<file path="src/rtl/sprf_defs.vh">
/*
  Constants for the SPI responder frame logic: frame sizes, flag patterns,
  CRC polynomial and the bus-freeze timeout.
  Assumes a 50 MHz ref_clk; included by rtl/sprf_frame.v.
*/
`ifndef SPRF_DEFS_VH
`define SPRF_DEFS_VH

`define SPRF_CLK_HZ 50000000
`define SPRF_FREEZE_MS 2000
`define SPRF_FREEZE_CYCLES (`SPRF_CLK_HZ / 1000 * `SPRF_FREEZE_MS)
`define SPRF_BITS_PLAIN 5'h10
`define SPRF_BITS_CRC 5'h18
`define SPRF_STALE_WORD 16'hFFFF
`define SPRF_CRC_BAD 8'hAA
`define SPRF_CRC_STALE 8'h00
`define SPRF_CRC_NOCLK 8'hFF
`define SPRF_CRC_POLY 8'h07
`define SPRF_CRC_INIT 8'h00
`define SPRF_SPECIAL_ADDR 7'h7F
`define SPRF_SPECIAL_DATA 8'hAA
`define SPRF_DIR_WRITE 1'b1

`endif

</file>
<file path="src/rtl/sprf_frame.v">
/*
  SPI responder frame logic (mode 0): shifts frames in and out, checks CRC,
  keeps incoming and outgoing buffers and flags stale/error/no-clock frames.
  Assumes the SPI pins are asynchronous to ref_clk and that ref_clk is at
  least 8x the serial clock, so every serial edge is seen after sync.
*/
// How it works
// - chip select low with static serial clock for two seconds resets link.
// - first byte is direction bit then 7-bit address, msb first.
// - write carries data in byte two; read ignores it except for CRC.
// - good CRC moves direction, address and data into incoming buffer.
// - bad CRC drops frame, next frame returns FFFF then AA.
// - each frame shifts out the outgoing buffer while receiving.
// - buffer not refreshed since last frame returns FFFF then 00.
// - processed write is echoed into the outgoing buffer.
// - read answer places direction, address and data in outgoing buffer.
// - CRC over two outgoing bytes goes out third, except fixed patterns.
// - write of AA to address 7F is a separate special action.
// - clock idles low, data sampled on rising, changed on falling.
// - frames are 16 clocks, or 24 with CRC on; other counts up to 30 flag an error.
// - CRC polynomial x^8+x^2+x+1, initial value zero.
// - oscillator not running at frame start gives all ones out.
`timescale 1ns/1ps
`include "sprf_defs.vh"

module sprf_frame #(
  parameter FREEZE_CYCLES = `SPRF_FREEZE_CYCLES
) (
  input wire ref_clk,
  input wire reset_n,
  input wire crc_enable,
  input wire osc_running,
  input wire spi_sclk,
  input wire spi_cs_n,
  input wire spi_mosi,
  output reg spi_miso,
  output reg spi_miso_oe,
  output reg in_valid,
  output reg in_dir,
  output reg [6:0] in_addr,
  output reg [7:0] in_data,
  output reg special_action,
  output reg frame_error,
  output reg link_reset,
  input wire out_load,
  input wire out_dir,
  input wire [6:0] out_addr,
  input wire [7:0] out_data
);

  // ----------------------------------------------------------------
  // pin synchronisers
  // ----------------------------------------------------------------
  reg [1:0] sclk_sync;
  reg [1:0] cs_sync;
  reg [1:0] mosi_sync;
  reg sclk_prev;
  reg cs_prev;

  always @(posedge ref_clk or negedge reset_n) begin
    if (!reset_n) begin
      sclk_sync <= 2'b00;
      cs_sync <= 2'b11;
      mosi_sync <= 2'b00;
      sclk_prev <= 1'b0;
      cs_prev <= 1'b1;
    end else begin
      sclk_sync <= {sclk_sync[0], spi_sclk};
      cs_sync <= {cs_sync[0], spi_cs_n};
      mosi_sync <= {mosi_sync[0], spi_mosi};
      sclk_prev <= sclk_sync[1];
      cs_prev <= cs_sync[1];
    end
  end

  wire sclk_s = sclk_sync[1];
  wire cs_s = cs_sync[1];
  wire sclk_rise = sclk_s & ~sclk_prev;
  wire sclk_fall = ~sclk_s & sclk_prev;
  wire frame_start = ~cs_s & cs_prev;
  wire frame_end = cs_s & ~cs_prev;

  // ----------------------------------------------------------------
  // crc step, one bit at a time
  // ----------------------------------------------------------------
  function [7:0] crc_bit;
    input [7:0] crc;
    input din;
    begin
      crc_bit = {crc[6:0], 1'b0} ^ ((crc[7] ^ din) ? `SPRF_CRC_POLY : 8'h00);
    end
  endfunction

  function [7:0] crc_word;
    input [15:0] word;
    integer i;
    reg [7:0] c;
    begin
      c = `SPRF_CRC_INIT;
      for (i = 15; i >= 0; i = i - 1) begin
        c = crc_bit(c, word[i]);
      end
      crc_word = c;
    end
  endfunction

  // ----------------------------------------------------------------
  // frame state
  // ----------------------------------------------------------------
  reg [4:0] bit_count;
  reg [15:0] rx_word;
  reg [7:0] rx_crc;
  reg [7:0] calc_crc;
  reg [23:0] tx_shift;
  reg [15:0] out_word;
  reg [7:0] out_crc;
  reg out_fresh;
  reg nack_pending;
  reg [31:0] idle_count;

  wire [4:0] expect_bits = crc_enable ? `SPRF_BITS_CRC : `SPRF_BITS_PLAIN;
  wire count_ok = (bit_count == expect_bits);
  wire crc_ok = ~crc_enable | (calc_crc == rx_crc);
  wire freeze = (idle_count >= FREEZE_CYCLES - 1);

  // what goes out this frame; fixed patterns win over fresh content
  reg [23:0] next_tx;
  always @* begin
    if (!osc_running) begin
      next_tx = {`SPRF_STALE_WORD, `SPRF_CRC_NOCLK};
    end else if (nack_pending) begin
      next_tx = {`SPRF_STALE_WORD, `SPRF_CRC_BAD};
    end else if (!out_fresh) begin
      next_tx = {`SPRF_STALE_WORD, `SPRF_CRC_STALE};
    end else begin
      next_tx = {out_word, out_crc};
    end
  end

  always @(posedge ref_clk or negedge reset_n) begin
    if (!reset_n) begin
      bit_count <= 5'h00;
      rx_word <= 16'h0000;
      rx_crc <= 8'h00;
      calc_crc <= `SPRF_CRC_INIT;
      tx_shift <= 24'hFF_FFFF;
      out_word <= `SPRF_STALE_WORD;
      out_crc <= `SPRF_CRC_STALE;
      out_fresh <= 1'b0;
      nack_pending <= 1'b0;
      idle_count <= 32'h0000_0000;
      spi_miso <= 1'b1;
      spi_miso_oe <= 1'b0;
      in_valid <= 1'b0;
      in_dir <= 1'b0;
      in_addr <= 7'h00;
      in_data <= 8'h00;
      special_action <= 1'b0;
      frame_error <= 1'b0;
      link_reset <= 1'b0;
    end else begin
      in_valid <= 1'b0;
      special_action <= 1'b0;
      frame_error <= 1'b0;
      link_reset <= 1'b0;
      // internal logic refresh; load takes the echo or the read answer
      if (out_load) begin
        out_word <= {out_dir, out_addr, out_data};
        out_crc <= crc_word({out_dir, out_addr, out_data});
        out_fresh <= 1'b1;
      end
      if (cs_s || sclk_rise || sclk_fall) begin
        idle_count <= 32'h0000_0000;
      end else if (!freeze) begin
        idle_count <= idle_count + 32'h0000_0001;
      end
      if (frame_start) begin
        bit_count <= 5'h00;
        calc_crc <= `SPRF_CRC_INIT;
        tx_shift <= {next_tx[22:0], 1'b1};
        spi_miso <= next_tx[23]; // first bit valid before first rise
        spi_miso_oe <= 1'b1;
      end else if (!cs_s && freeze) begin
        // frozen bus: drop the frame and wait for chip select to rise
        link_reset <= ~spi_miso_oe ? 1'b0 : 1'b1;
        spi_miso_oe <= 1'b0;
        spi_miso <= 1'b1;
        bit_count <= 5'h1F;
      end else if (!cs_s && spi_miso_oe) begin
        if (sclk_rise) begin
          if (bit_count != 5'h1F) begin
            bit_count <= bit_count + 5'h01;
          end
          if (bit_count < `SPRF_BITS_PLAIN) begin
            rx_word <= {rx_word[14:0], mosi_sync[1]};
            calc_crc <= crc_bit(calc_crc, mosi_sync[1]);
          end else begin
            rx_crc <= {rx_crc[6:0], mosi_sync[1]};
          end
        end
        if (sclk_fall) begin
          spi_miso <= tx_shift[23];
          tx_shift <= {tx_shift[22:0], 1'b1};
        end
      end
      if (frame_end) begin
        spi_miso_oe <= 1'b0;
        spi_miso <= 1'b1;
        if (out_load) begin
          out_fresh <= 1'b1;
        end else begin
          out_fresh <= 1'b0;
        end
        nack_pending <= 1'b0;
        if (bit_count == 5'h1F || !osc_running) begin
          // frame lost to freeze or no clock: nothing taken
        end else if (!count_ok) begin
          frame_error <= 1'b1;
        end else if (!crc_ok) begin
          nack_pending <= 1'b1;
        end else begin
          in_valid <= 1'b1;
          in_dir <= rx_word[15];
          in_addr <= rx_word[14:8];
          in_data <= rx_word[7:0];
          if (rx_word[15] == `SPRF_DIR_WRITE &&
              rx_word[14:8] == `SPRF_SPECIAL_ADDR &&
              rx_word[7:0] == `SPRF_SPECIAL_DATA) begin
            special_action <= 1'b1;
          end
        end
      end
    end
  end

endmodule // sprf_frame

</file>
<file path="config.mk">
export PLATFORM = sky130hd
export DESIGN_NAME = sprf_frame
export DESIGN_NICKNAME = d
export VERILOG_FILES = /design/src/rtl/sprf_frame.v
export VERILOG_INCLUDE_DIRS = /design/src /design/src/rtl
export SDC_FILE = /design/constraint.sdc
export NUM_CORES = 1
export LEC_CHECK = 0
export BUFFER_PORTS_ARGS = -buffer_cell sky130_fd_sc_hd__clkbuf_2
export CAP_MARGIN = 20
export CORE_ASPECT_RATIO = 0.9
export CORE_MARGIN = 1.5
export CORE_UTILIZATION = 35
export CTS_CLUSTER_DIAMETER = 200
export DETAILED_ROUTE_END_ITERATION = 8
export PLACE_DENSITY = 0.52
export SYNTH_ARGS = -nofsm -noshare
export SYNTH_HDL_FRONTEND = slang
export SYNTH_SLANG_ARGS = --single-unit
</file>
<file path="constraint.sdc">
create_clock -name ref_clk -period 4 [get_ports ref_clk]
set_input_delay 0.8 -clock ref_clk [delete_from_list [all_inputs] [get_ports ref_clk]]
set_output_delay 0.8 -clock ref_clk [all_outputs]
set_load 0.02 [all_outputs]
</file>
# == After elaboration in Yosys (flattened, before gate mapping) ==
# Cells that the tools add are included.
# op_classes
addsub,2
n_lt_le_gt_ge,2
eq_ne,8
muxes,66
bitwise,46
reduce_logical,27
# ops
cell,count
24-bit 2-to-1 mux,7
8-bit by 3-bit bitwise XOR with 8-bit output,12
32-bit 2-to-1 mux,2
3-bit 2-to-1 mux,17
8-bit 2-to-1 mux,5
32-bit by 1-bit adder with 32-bit output (second input constant),1
32-bit by 27-bit >= comparator with 1-bit output (second input constant),1
1-bit 2-to-1 mux,29
5-bit 2-to-1 mux,5
3-bit nonzero test,4
1-bit bitwise XOR,11
5-bit AND reduction,2
2-bit nonzero test,5
1-bit inverter,9
8-bit equality test,1
8-bit equality test (second input constant),1
4-bit AND reduction,2
4-bit nonzero test,2
7-bit equality test (second input constant),1
7-bit by 3-bit bitwise XOR with 7-bit output,1
3-bit AND reduction,2
6-bit by 3-bit bitwise XOR with 6-bit output,1
5-bit by 1-bit adder with 5-bit output (second input constant),1
5-bit equality test,1
other kinds (15),28
# word_totals
regBits,149
in_bits,24
output_inout_bits,22
elab_cells,175

# == Depth between registers and ports, before layout ==
# Gate-level depths: netlist of the first run.
# logic_depth
depth_word,37
depth_mapped,10

# == Worst setup path before layout of the first run ==
# No wires, ideal clock.
# synth_timing
path_kind,register to register
from,reg idle_count[20]
to,reg rx_word[10]
t_arrival_ps,2210
required_ps,3875
setup_slack_ps,1665
stages_incl_launch_ff,10
path_buffers,3
cell_sequence,dfrtp_1 -> and3_1 -> and4bb_2 -> or2_0 -> clkbuf_1 -> nor4_2 -> nor2b_1 -> buf_6 -> buf_6 -> mux2_4
# synth_between
elab_chain_cells,4
# synth_rtl
element,line_no,source
"start, declared",sprf_frame.v:119,reg [31:0] idle_count;
"start signal, assigned",sprf_frame.v:175,idle_count <= idle_count + 32'h0000_0001;
32-bit by 27-bit >= comparator with 1-bit output,sprf_frame.v:124,wire freeze = (idle_count >= FREEZE_CYCLES - 1);
1-bit logical AND,sprf_frame.v:183,end else if (!cs_s && freeze) begin
1-bit inverter (no line),-,
5-bit AND reduction (no line),-,
"end signal, assigned",sprf_frame.v:195,"rx_word <= {rx_word[14:0], mosi_sync[1]};"
"end, declared",sprf_frame.v:111,reg [15:0] rx_word;
# Every way passes these cells.
# A chain may end at the register's enable or synchronous reset.

# == Final worst setup path of the first run ==
# layout_timing
from,reg idle_count[20]
to,reg rx_word[4]
# Same word-level chain as after synthesis.

==> impl_metrics.env, run 1 <==
export IMPL_rsz0062_at_grt="false"
export IMPL_peakVddDrop_mv=0.215
export IMPL_io_buffers=45
export IMPL_drv_slew=0
export IMPL_postRouteAntennaNets=0
export IMPL_synthAdderAreaFrac_pct=1.11
export IMPL_synth_edf_count=0
export IMPL_r2r_slack_ns=0.95
export IMPL_r2r_end="rx_word[4]"
export IMPL_ctsRootBufferMaster="clkbuf_16"
export IMPL_yosysMostFrequentCell="dfrtp_1"
export IMPL_synth_compound_area_share_pct=8.13
export IMPL_htreeDepth=4
export IMPL_layout_drive_gt1_share_pct=30.6
export IMPL_yosysWarnings=0
export IMPL_required_ns=4.30
export IMPL_startpoint_type="register"
export IMPL_reg2regPathDepth=6
export IMPL_synth_area_mm2=0.00679
export IMPL_timing_rr_start="idle_count[20]"
export IMPL_finalHoldViolations=0
export IMPL_cts_resized=0
export IMPL_layout_nets=661
export IMPL_cap_violations=0
export IMPL_yosysSeqAreaShare_pct=55.4
export IMPL_synth_area_per_cell_um2=11.6
export IMPL_crit_type="reg -> reg"
export IMPL_rows=48
export IMPL_fin_tns_setup_ns=0
export IMPL_grt_pass1_wl_um=23000
export IMPL_drtIter0Drc=217
export IMPL_gp_congestion=0.791
export IMPL_clkSinkCount=148
export IMPL_hold_depth=0
export IMPL_synth_mux_area_share_pct=12.0
export IMPL_cts_hold_buf=0
export IMPL_num_vias=4542
export IMPL_crit_fanout=16
export IMPL_cts_setup_buffers=0
export IMPL_outcome="finished, final reports clean"
export IMPL_worstHoldStart="mosi_sync[0]"
export IMPL_synth_main_ff_cell="dfrtp_1"
export IMPL_setup_worst_path_end_class="register"
export IMPL_finalCritPeriodShare_pct=76.2
export IMPL_die_w_um=150
export IMPL_grt_pass1_vias=4536
export IMPL_synth_top_family_by_area="simple AND/OR/NAND/NOR gates"
export IMPL_drc=0
export IMPL_cts_tree="yes"
export IMPL_fmax_mhz=328
export IMPL_dpl_hpwl_um=9330
export IMPL_avgViaCountPerCell=5.08
export IMPL_yosysUniqueCellTypes=54
export IMPL_start_util_pct=35.5
export IMPL_diodes=0
export IMPL_maxSlewHeadroom_pct=33.6
export IMPL_synthXorXnorAreaFrac_pct=8.00
export IMPL_synth_top_area_cell="dfrtp_1"
export IMPL_syn2layout_area_growth_pct=15.5
export IMPL_hold_ws_ns=0.347
export IMPL_coreArea_mm2=0.0191
export IMPL_routed_wl_um=13600
export IMPL_cts_buffers_inserted=17
export IMPL_worst_slew_pin_slew_ns=0.989
export IMPL_fin_worst_skew_ns=0.00685
export IMPL_ctsLongestPathBuffers=2
export IMPL_cp_arrival_ns=3.35
export IMPL_layout_min_cycle_time_ns=3.05
export IMPL_fp_dieH_um=135
export IMPL_synth_area_leaders="dfrtp_1 (39%), dfstp_2 (17%), mux2_2 (8.3%), xnor2_1 (5.4%), nand2_1 (2.8%)"
export IMPL_whs_endpoint="mosi_sync[1]"
export IMPL_dieArea_mm2=0.0202
export IMPL_grt_overflow=0
export IMPL_cts_clk_slew_worst_paths_ns=0.06
export IMPL_setup_viol=0
export IMPL_total_leakage_power_nw=3.38
export IMPL_io_pins=46
export IMPL_clk_latency_ns=0.42
export IMPL_ys_seq_elements=148
export IMPL_min_path_type="reg -> reg"
export IMPL_synth_top_area_share_pct=38.7
export IMPL_wl_per_cell_um=15.2
export IMPL_synthTopCellsByCount="dfrtp_1 (105), mux2_2 (50), nand2_1 (50)"
export IMPL_synth_nets=614
export IMPL_async_reset_ff_share_pct=100
export IMPL_p_per_area_mw_per_mm2=459
export IMPL_grtUsageTotal_pct=14.7
export IMPL_total_power_mw=3.60
export IMPL_grt_max_degree=75
export IMPL_dr_pass1_iters=5
export IMPL_netlist_instances=584
export IMPL_yosys_area_share_simple_pct=13.3
export IMPL_antenna_found_initial=0
kinds of logic after synthesis:
logic type / after synthesis
fa+ha+maj: 6
mux: 70
simple gates: 174
flops: 148
compound gates: 91
buf+inv: 33
xor+xnor: 62
per-stage QoR:
step	cell area, um2	setup WS [ns]	std cells	util [%]
2_1_floorplan	6790	1.67	584	-
3_3_place_gp	7280	0.953	861	38.1
3_5_place_dp	7290	0.918	862	38.1
4_1_cts	7840	0.915	894	41.0
5_1_grt	7840	0.732	894	41.0
6_report	7840	0.950	894	41.0
where the power goes:
group          switching (mW)  internal [mW]
combinational           0.196          0.168
sequential             0.0757           1.68
clock                   0.651          0.834
total                   0.923           2.68
layout by cell type, fill, tap and decap left out, types with 13 or more instances in the layout:
cell type	instances
dfrtp_1	105
mux2_2	50
nand2_1	50
clkbuf_2	44
dfstp_2	43
xnor2_1	42
o21ai_0	37
nor2_1	34
a21oi_1	23
xor2_1	20
nand3_1	17
clkbuf_16	17
o22ai_1	15
nand4_1	13
routing by layer:
layer	wire length, um	vias to the layer above	GRT usage, %
li1	-	2156	-
met1	6410	2270	19.6
met3	547	18	4.53
met4	145	0	4.85
met2	6500	98	22.7
met5	0	-	0
final cells by class:
type,instances,area (um2)
repair buffers,53,292
well taps,250,313
fillers,1847,11300
flip-flops and latches,148,3760
multi-input cells,403,2890
clock inverters,13,98.8
clock buffers,19,453
inverters,8,30.0
how the worst max path moves through the flow:
stage	depth (start not counted)	start	to	slack, ns
after floorplan	9	idle_count[20]	rx_word[10]	1.67
after CTS	6	idle_count[31]	rx_word[4]	0.92
final	6	idle_count[20]	rx_word[4]	0.95
after global placement	6	idle_count[31]	rx_word[2]	0.95
after detailed placement	6	idle_count[31]	rx_word[4]	0.92
after global routing	6	idle_count[31]	rx_word[5]	0.73
state kept, by name, summed over array words and instances, names as in the netlist, 2 cells and up:
| register | count |
|---|---|
| idle_count | 32 |
| cs_sync | 2 |
| rx_crc | 8 |
| bit_count | 5 |
| mosi_sync | 2 |
| in_data | 8 |
| out_word | 16 |
| rx_word | 16 |
| sclk_sync | 2 |
| out_crc | 8 |
| tx_shift | 23 |
| calc_crc | 8 |
| in_addr | 7 |
critical path, stage by stage (launching register included):
cell and delay, ns:
dfrtp_1 0.41, and3_1 0.23, and4bb_2 0.25, or2_0 0.36, nor4_2 0.40, nor2b_2 0.86, mux2_2 0.42
(Power assumes the default switching activity.)
==> inputs of run 2 (changes only) <==
--- a/config.mk
+++ b/config.mk
@@ -6,6 +6,7 @@
 export SDC_FILE = /design/constraint.sdc
 export NUM_CORES = 1
 export LEC_CHECK = 0
+export ABC_AREA = 1
 export BUFFER_PORTS_ARGS = -buffer_cell sky130_fd_sc_hd__clkbuf_2
 export CAP_MARGIN = 20
 export CORE_ASPECT_RATIO = 0.9
@@ -13,7 +14,7 @@
 export CORE_UTILIZATION = 35
 export CTS_CLUSTER_DIAMETER = 200
 export DETAILED_ROUTE_END_ITERATION = 8
-export PLACE_DENSITY = 0.52
+export PLACE_DENSITY = 0.54
 export SYNTH_ARGS = -nofsm -noshare
 export SYNTH_HDL_FRONTEND = slang
 export SYNTH_SLANG_ARGS = --single-unit
==> constraint.sdc (replaced) <==
create_clock -name ref_clk -period 2.55 [get_ports ref_clk]
set_input_delay 0.51 -clock ref_clk [delete_from_list [all_inputs] [get_ports ref_clk]]
set_output_delay 0.51 -clock ref_clk [all_outputs]
set_load 0.02 [all_outputs]
==> run 2 against run 1 <==
Compared with the run above: synthesized cell count increased by 56%; sequential share of layout area down 3.6 points; die area rose by 7.9%; clock skew increased by 0.0052 ns; sequential cell count unchanged; highest routed layer unchanged.
==> impl_metrics.env, run 2 <==
export IMPL_postRouteAntennaNets=0
export IMPL_synthXorXnorAreaFrac_pct=4.78
export IMPL_diodes=0
export IMPL_path_cells="ha_1, inv_1, nor2_1, nand2_1, nand2_1, nand3_2, nand2_4, inv_4, nand3_2, nand2_2, clkinv_2, o21ai_0"
export IMPL_fin_cells=1230
export IMPL_layout_min_cycle_time_ns=2.26
export IMPL_synth_area_per_cell_um2=8.04
export IMPL_rows=50
export IMPL_yosysUniqueCellTypes=39
export IMPL_min_path_type="in -> async"
export IMPL_p_sw_share_pct=27.5
export IMPL_fmax_mhz=442
export IMPL_largest_register="idle_count"
export IMPL_internal_power_mw=4.38
export IMPL_ys_seq_elements=148
export IMPL_synthTopCellsByCount="nand2_1 (284), dfrtp_1 (105), inv_1 (101)"
export IMPL_grt_pass1_wl_um=27000
export IMPL_p_comb_share_pct=11.3
export IMPL_yosysMostFrequentCell="nand2_1"
export IMPL_io_pins=46
export IMPL_grt_overflow=0
export IMPL_drc=0
export IMPL_met2_usage_pct=23.8
export IMPL_routed_wl_um=15900
export IMPL_fin_util_pct=41.1
export IMPL_cts_buffers_inserted=17
export IMPL_async_reset_ff_share_pct=100
export IMPL_p_switching_mw=1.66
export IMPL_finalHoldViolations=0
export IMPL_fillers=2123
export IMPL_cts_setup_buffers=0
export IMPL_synth_top_area_cell="dfrtp_1"
export IMPL_worst_slew_pin_slew_ns=0.561
export IMPL_crit_fanout=32
export IMPL_total_leakage_power_nw=3.95
export IMPL_cp_arrival_ns=2.60
export IMPL_pwr_share_seq_pct=45.6
export IMPL_gp_congestion=0.876
export IMPL_yosysWarnings=0
export IMPL_register_area_mm2=0.00376
export IMPL_avgViaCountPerCell=4.73
export IMPL_dpl_cell_area_mm2=0.00787
export IMPL_io_buffers=45
export IMPL_busiest_layer="met2"
export IMPL_yosys_area_share_simple_pct=25.2
export IMPL_synth_mux_area_share_pct=0
export IMPL_dp_cells=1198
export IMPL_grtUsageTotal_pct=15.6
export IMPL_startpoint_type="register"
export IMPL_antenna_found_initial=0
export IMPL_synth_area_mm2=0.00733
export IMPL_grt_pass1_vias=5468
export IMPL_die_w_um=156
export IMPL_ctsRootBufferMaster="clkbuf_16"
export IMPL_p_per_area_mw_per_mm2=712
export IMPL_wl_per_cell_um=12.9
export IMPL_synth_area_leaders="dfrtp_1 (36%), dfstp_2 (15%), nand2_1 (15%), inv_1 (5.2%), o21ai_0 (5.1%)"
export IMPL_reg2regPathDepth=12
export IMPL_start_util_pct=35.5
export IMPL_dr_pass1_iters=5
export IMPL_synth_compound_area_share_pct=10.3
export IMPL_synthAdderAreaFrac_pct=1.02
export IMPL_drv_slew=0
export IMPL_rsz0062_at_grt="false"
export IMPL_r2r_end="tx_shift[13]"
export IMPL_globalRouteMet3Util_pct=3.50
export IMPL_dieArea_mm2=0.0218
export IMPL_ctsLongestPathBuffers=2
export IMPL_htreeDepth=4
export IMPL_clk_latency_ns=0.43
export IMPL_cap_violations=0
export IMPL_critPathMaxStageDelay_ns=0.39
export IMPL_clkPwrFrac_pct=43.1
export IMPL_fin_tns_setup_ns=0
export IMPL_setup_worst_path_end_class="register"
export IMPL_maxSlewHeadroom_pct=62.3
export IMPL_required_ns=2.89
export IMPL_largest_reg_flops=32
export IMPL_clkSinkCount=148
export IMPL_use_met1_pct=21.8
export IMPL_setup_viol=0
export IMPL_cts_hold_buf=0
export IMPL_crit_slowest_cell="dfrtp_1"
export IMPL_layout_nets=987
export IMPL_design_area_mm2=0.00848
export IMPL_r2r_slack_ns=0.29
export IMPL_timing_rr_start="idle_count[0]"
export IMPL_outcome="finished, final reports clean"
export IMPL_synth_top_area_share_pct=35.8
export IMPL_grt_max_degree=54
export IMPL_netlist_instances=912
export IMPL_top_regs="idle_count (32), tx_shift (23)"
export IMPL_synth_main_ff_cell="dfrtp_1"
export IMPL_layout_drive_gt1_share_pct=14.8
export IMPL_drtIter0Drc=295
export IMPL_multi_input_area_mm2=0.00303
export IMPL_yosysSeqAreaShare_pct=51.2
export IMPL_synth_nets=942
export IMPL_hold_ws_ns=0.0447
export IMPL_fin_worst_skew_ns=0.0120
export IMPL_final_common_cell="nand2_1"
export IMPL_layout_common_cells="nand2_1 (284), dfrtp_1 (105), inv_1 (101)"
export IMPL_cts_tree="yes"
export IMPL_finalCritPeriodShare_pct=88.7
export IMPL_synth_edf_count=0
export IMPL_num_vias=5822
export IMPL_synth_top_family_by_area="simple AND/OR/NAND/NOR gates"
export IMPL_fp_dieH_um=140
export IMPL_cts_clk_slew_worst_paths_ns=0.07
export IMPL_crit_type="reg -> reg"
export IMPL_peakVddDrop_mv=0.441
export IMPL_dpl_hpwl_um=11300
export IMPL_syn2layout_area_growth_pct=15.6
export IMPL_coreArea_mm2=0.0206
-- run 2: cell count changes after synthesis, moves of 22 or more --
cell,before,now
nand2_1,50,284
inv_1,8,101
mux2_2,50,0
o21ai_0,37,74
nor2_1,34,68
nand3_1,17,44
xnor2_1,42,20
-- run 2: final cells by class --
cell class,instances,share of cell area (%)
clock inverters,15,2.15
flip-flops and latches,148,44.3
repair buffers,57,4.24
well taps,260,3.84
clock buffers,17,5.02
inverters,104,4.65
multi-input cells,629,35.8
-- run 2: per-stage QoR --
stage | setup WS (ns) | power [mW]
floorplan | 0.647 | 3.25
global placement | 0.335 | 3.48
detailed placement | 0.269 | 3.49
CTS | 0.256 | 6.12
global route | 0.0303 | 6.35
finish | 0.287 | 6.03
-- run 2: critical path: cells and delay by family, from the launching register on --
kind	cells	cell delay, ns
compound gates	1	0.28
fa+ha+maj	1	0.24
buf+inv	3	0.58
flops	1	0.39
simple gates	7	0.68
-- run 2: metal layers --
layer | share of wire (%) | routed length [um]
met1 | 50 | 7930
met2 | 45 | 7210
met3 | 3.6 | 578
met4 | 1.2 | 197
met5 | 0 | 0
-- run 2: kinds of logic (layout without fill, tap and decap cells) --
logic type | Yosys count | after routing
simple gates | 441 | 441
flops | 148 | 148
compound gates | 142 | 142
buf+inv | 135 | 193
xor+xnor | 40 | 40
fa+ha+maj | 6 | 6
-- run 2: power groups by stage --
stage | clock network, mW | registers [mW] | logic (mW)
final | 2.60 | 2.75 | 0.683
after global routing | 2.78 | 2.77 | 0.798
after CTS | 2.67 | 2.75 | 0.701
after detailed placement | 0 | 2.78 | 0.700
after global placement | 0 | 2.79 | 0.689
after floorplan | 0 | 2.76 | 0.487
-- run 2: repair_timing --
item / in CTS / in global routing
hold endpoints to repair: 0 / 0
gates resized for setup: 0 / 1
endpoints found under the setup margin: 0 / 5
-- run 2: how the worst max path moves through the flow --
stage	start	end	slack, ns	cells after the start
detailed placement	idle_count[0]	tx_shift[9]	0.27	13
global placement	idle_count[0]	tx_shift[15]	0.33	13
finish	idle_count[0]	tx_shift[13]	0.29	12
global route	idle_count[0]	tx_shift[14]	0.03	12
floorplan	cs_sync[1]	tx_shift[19]	0.65	9
CTS	idle_count[0]	tx_shift[10]	0.26	13
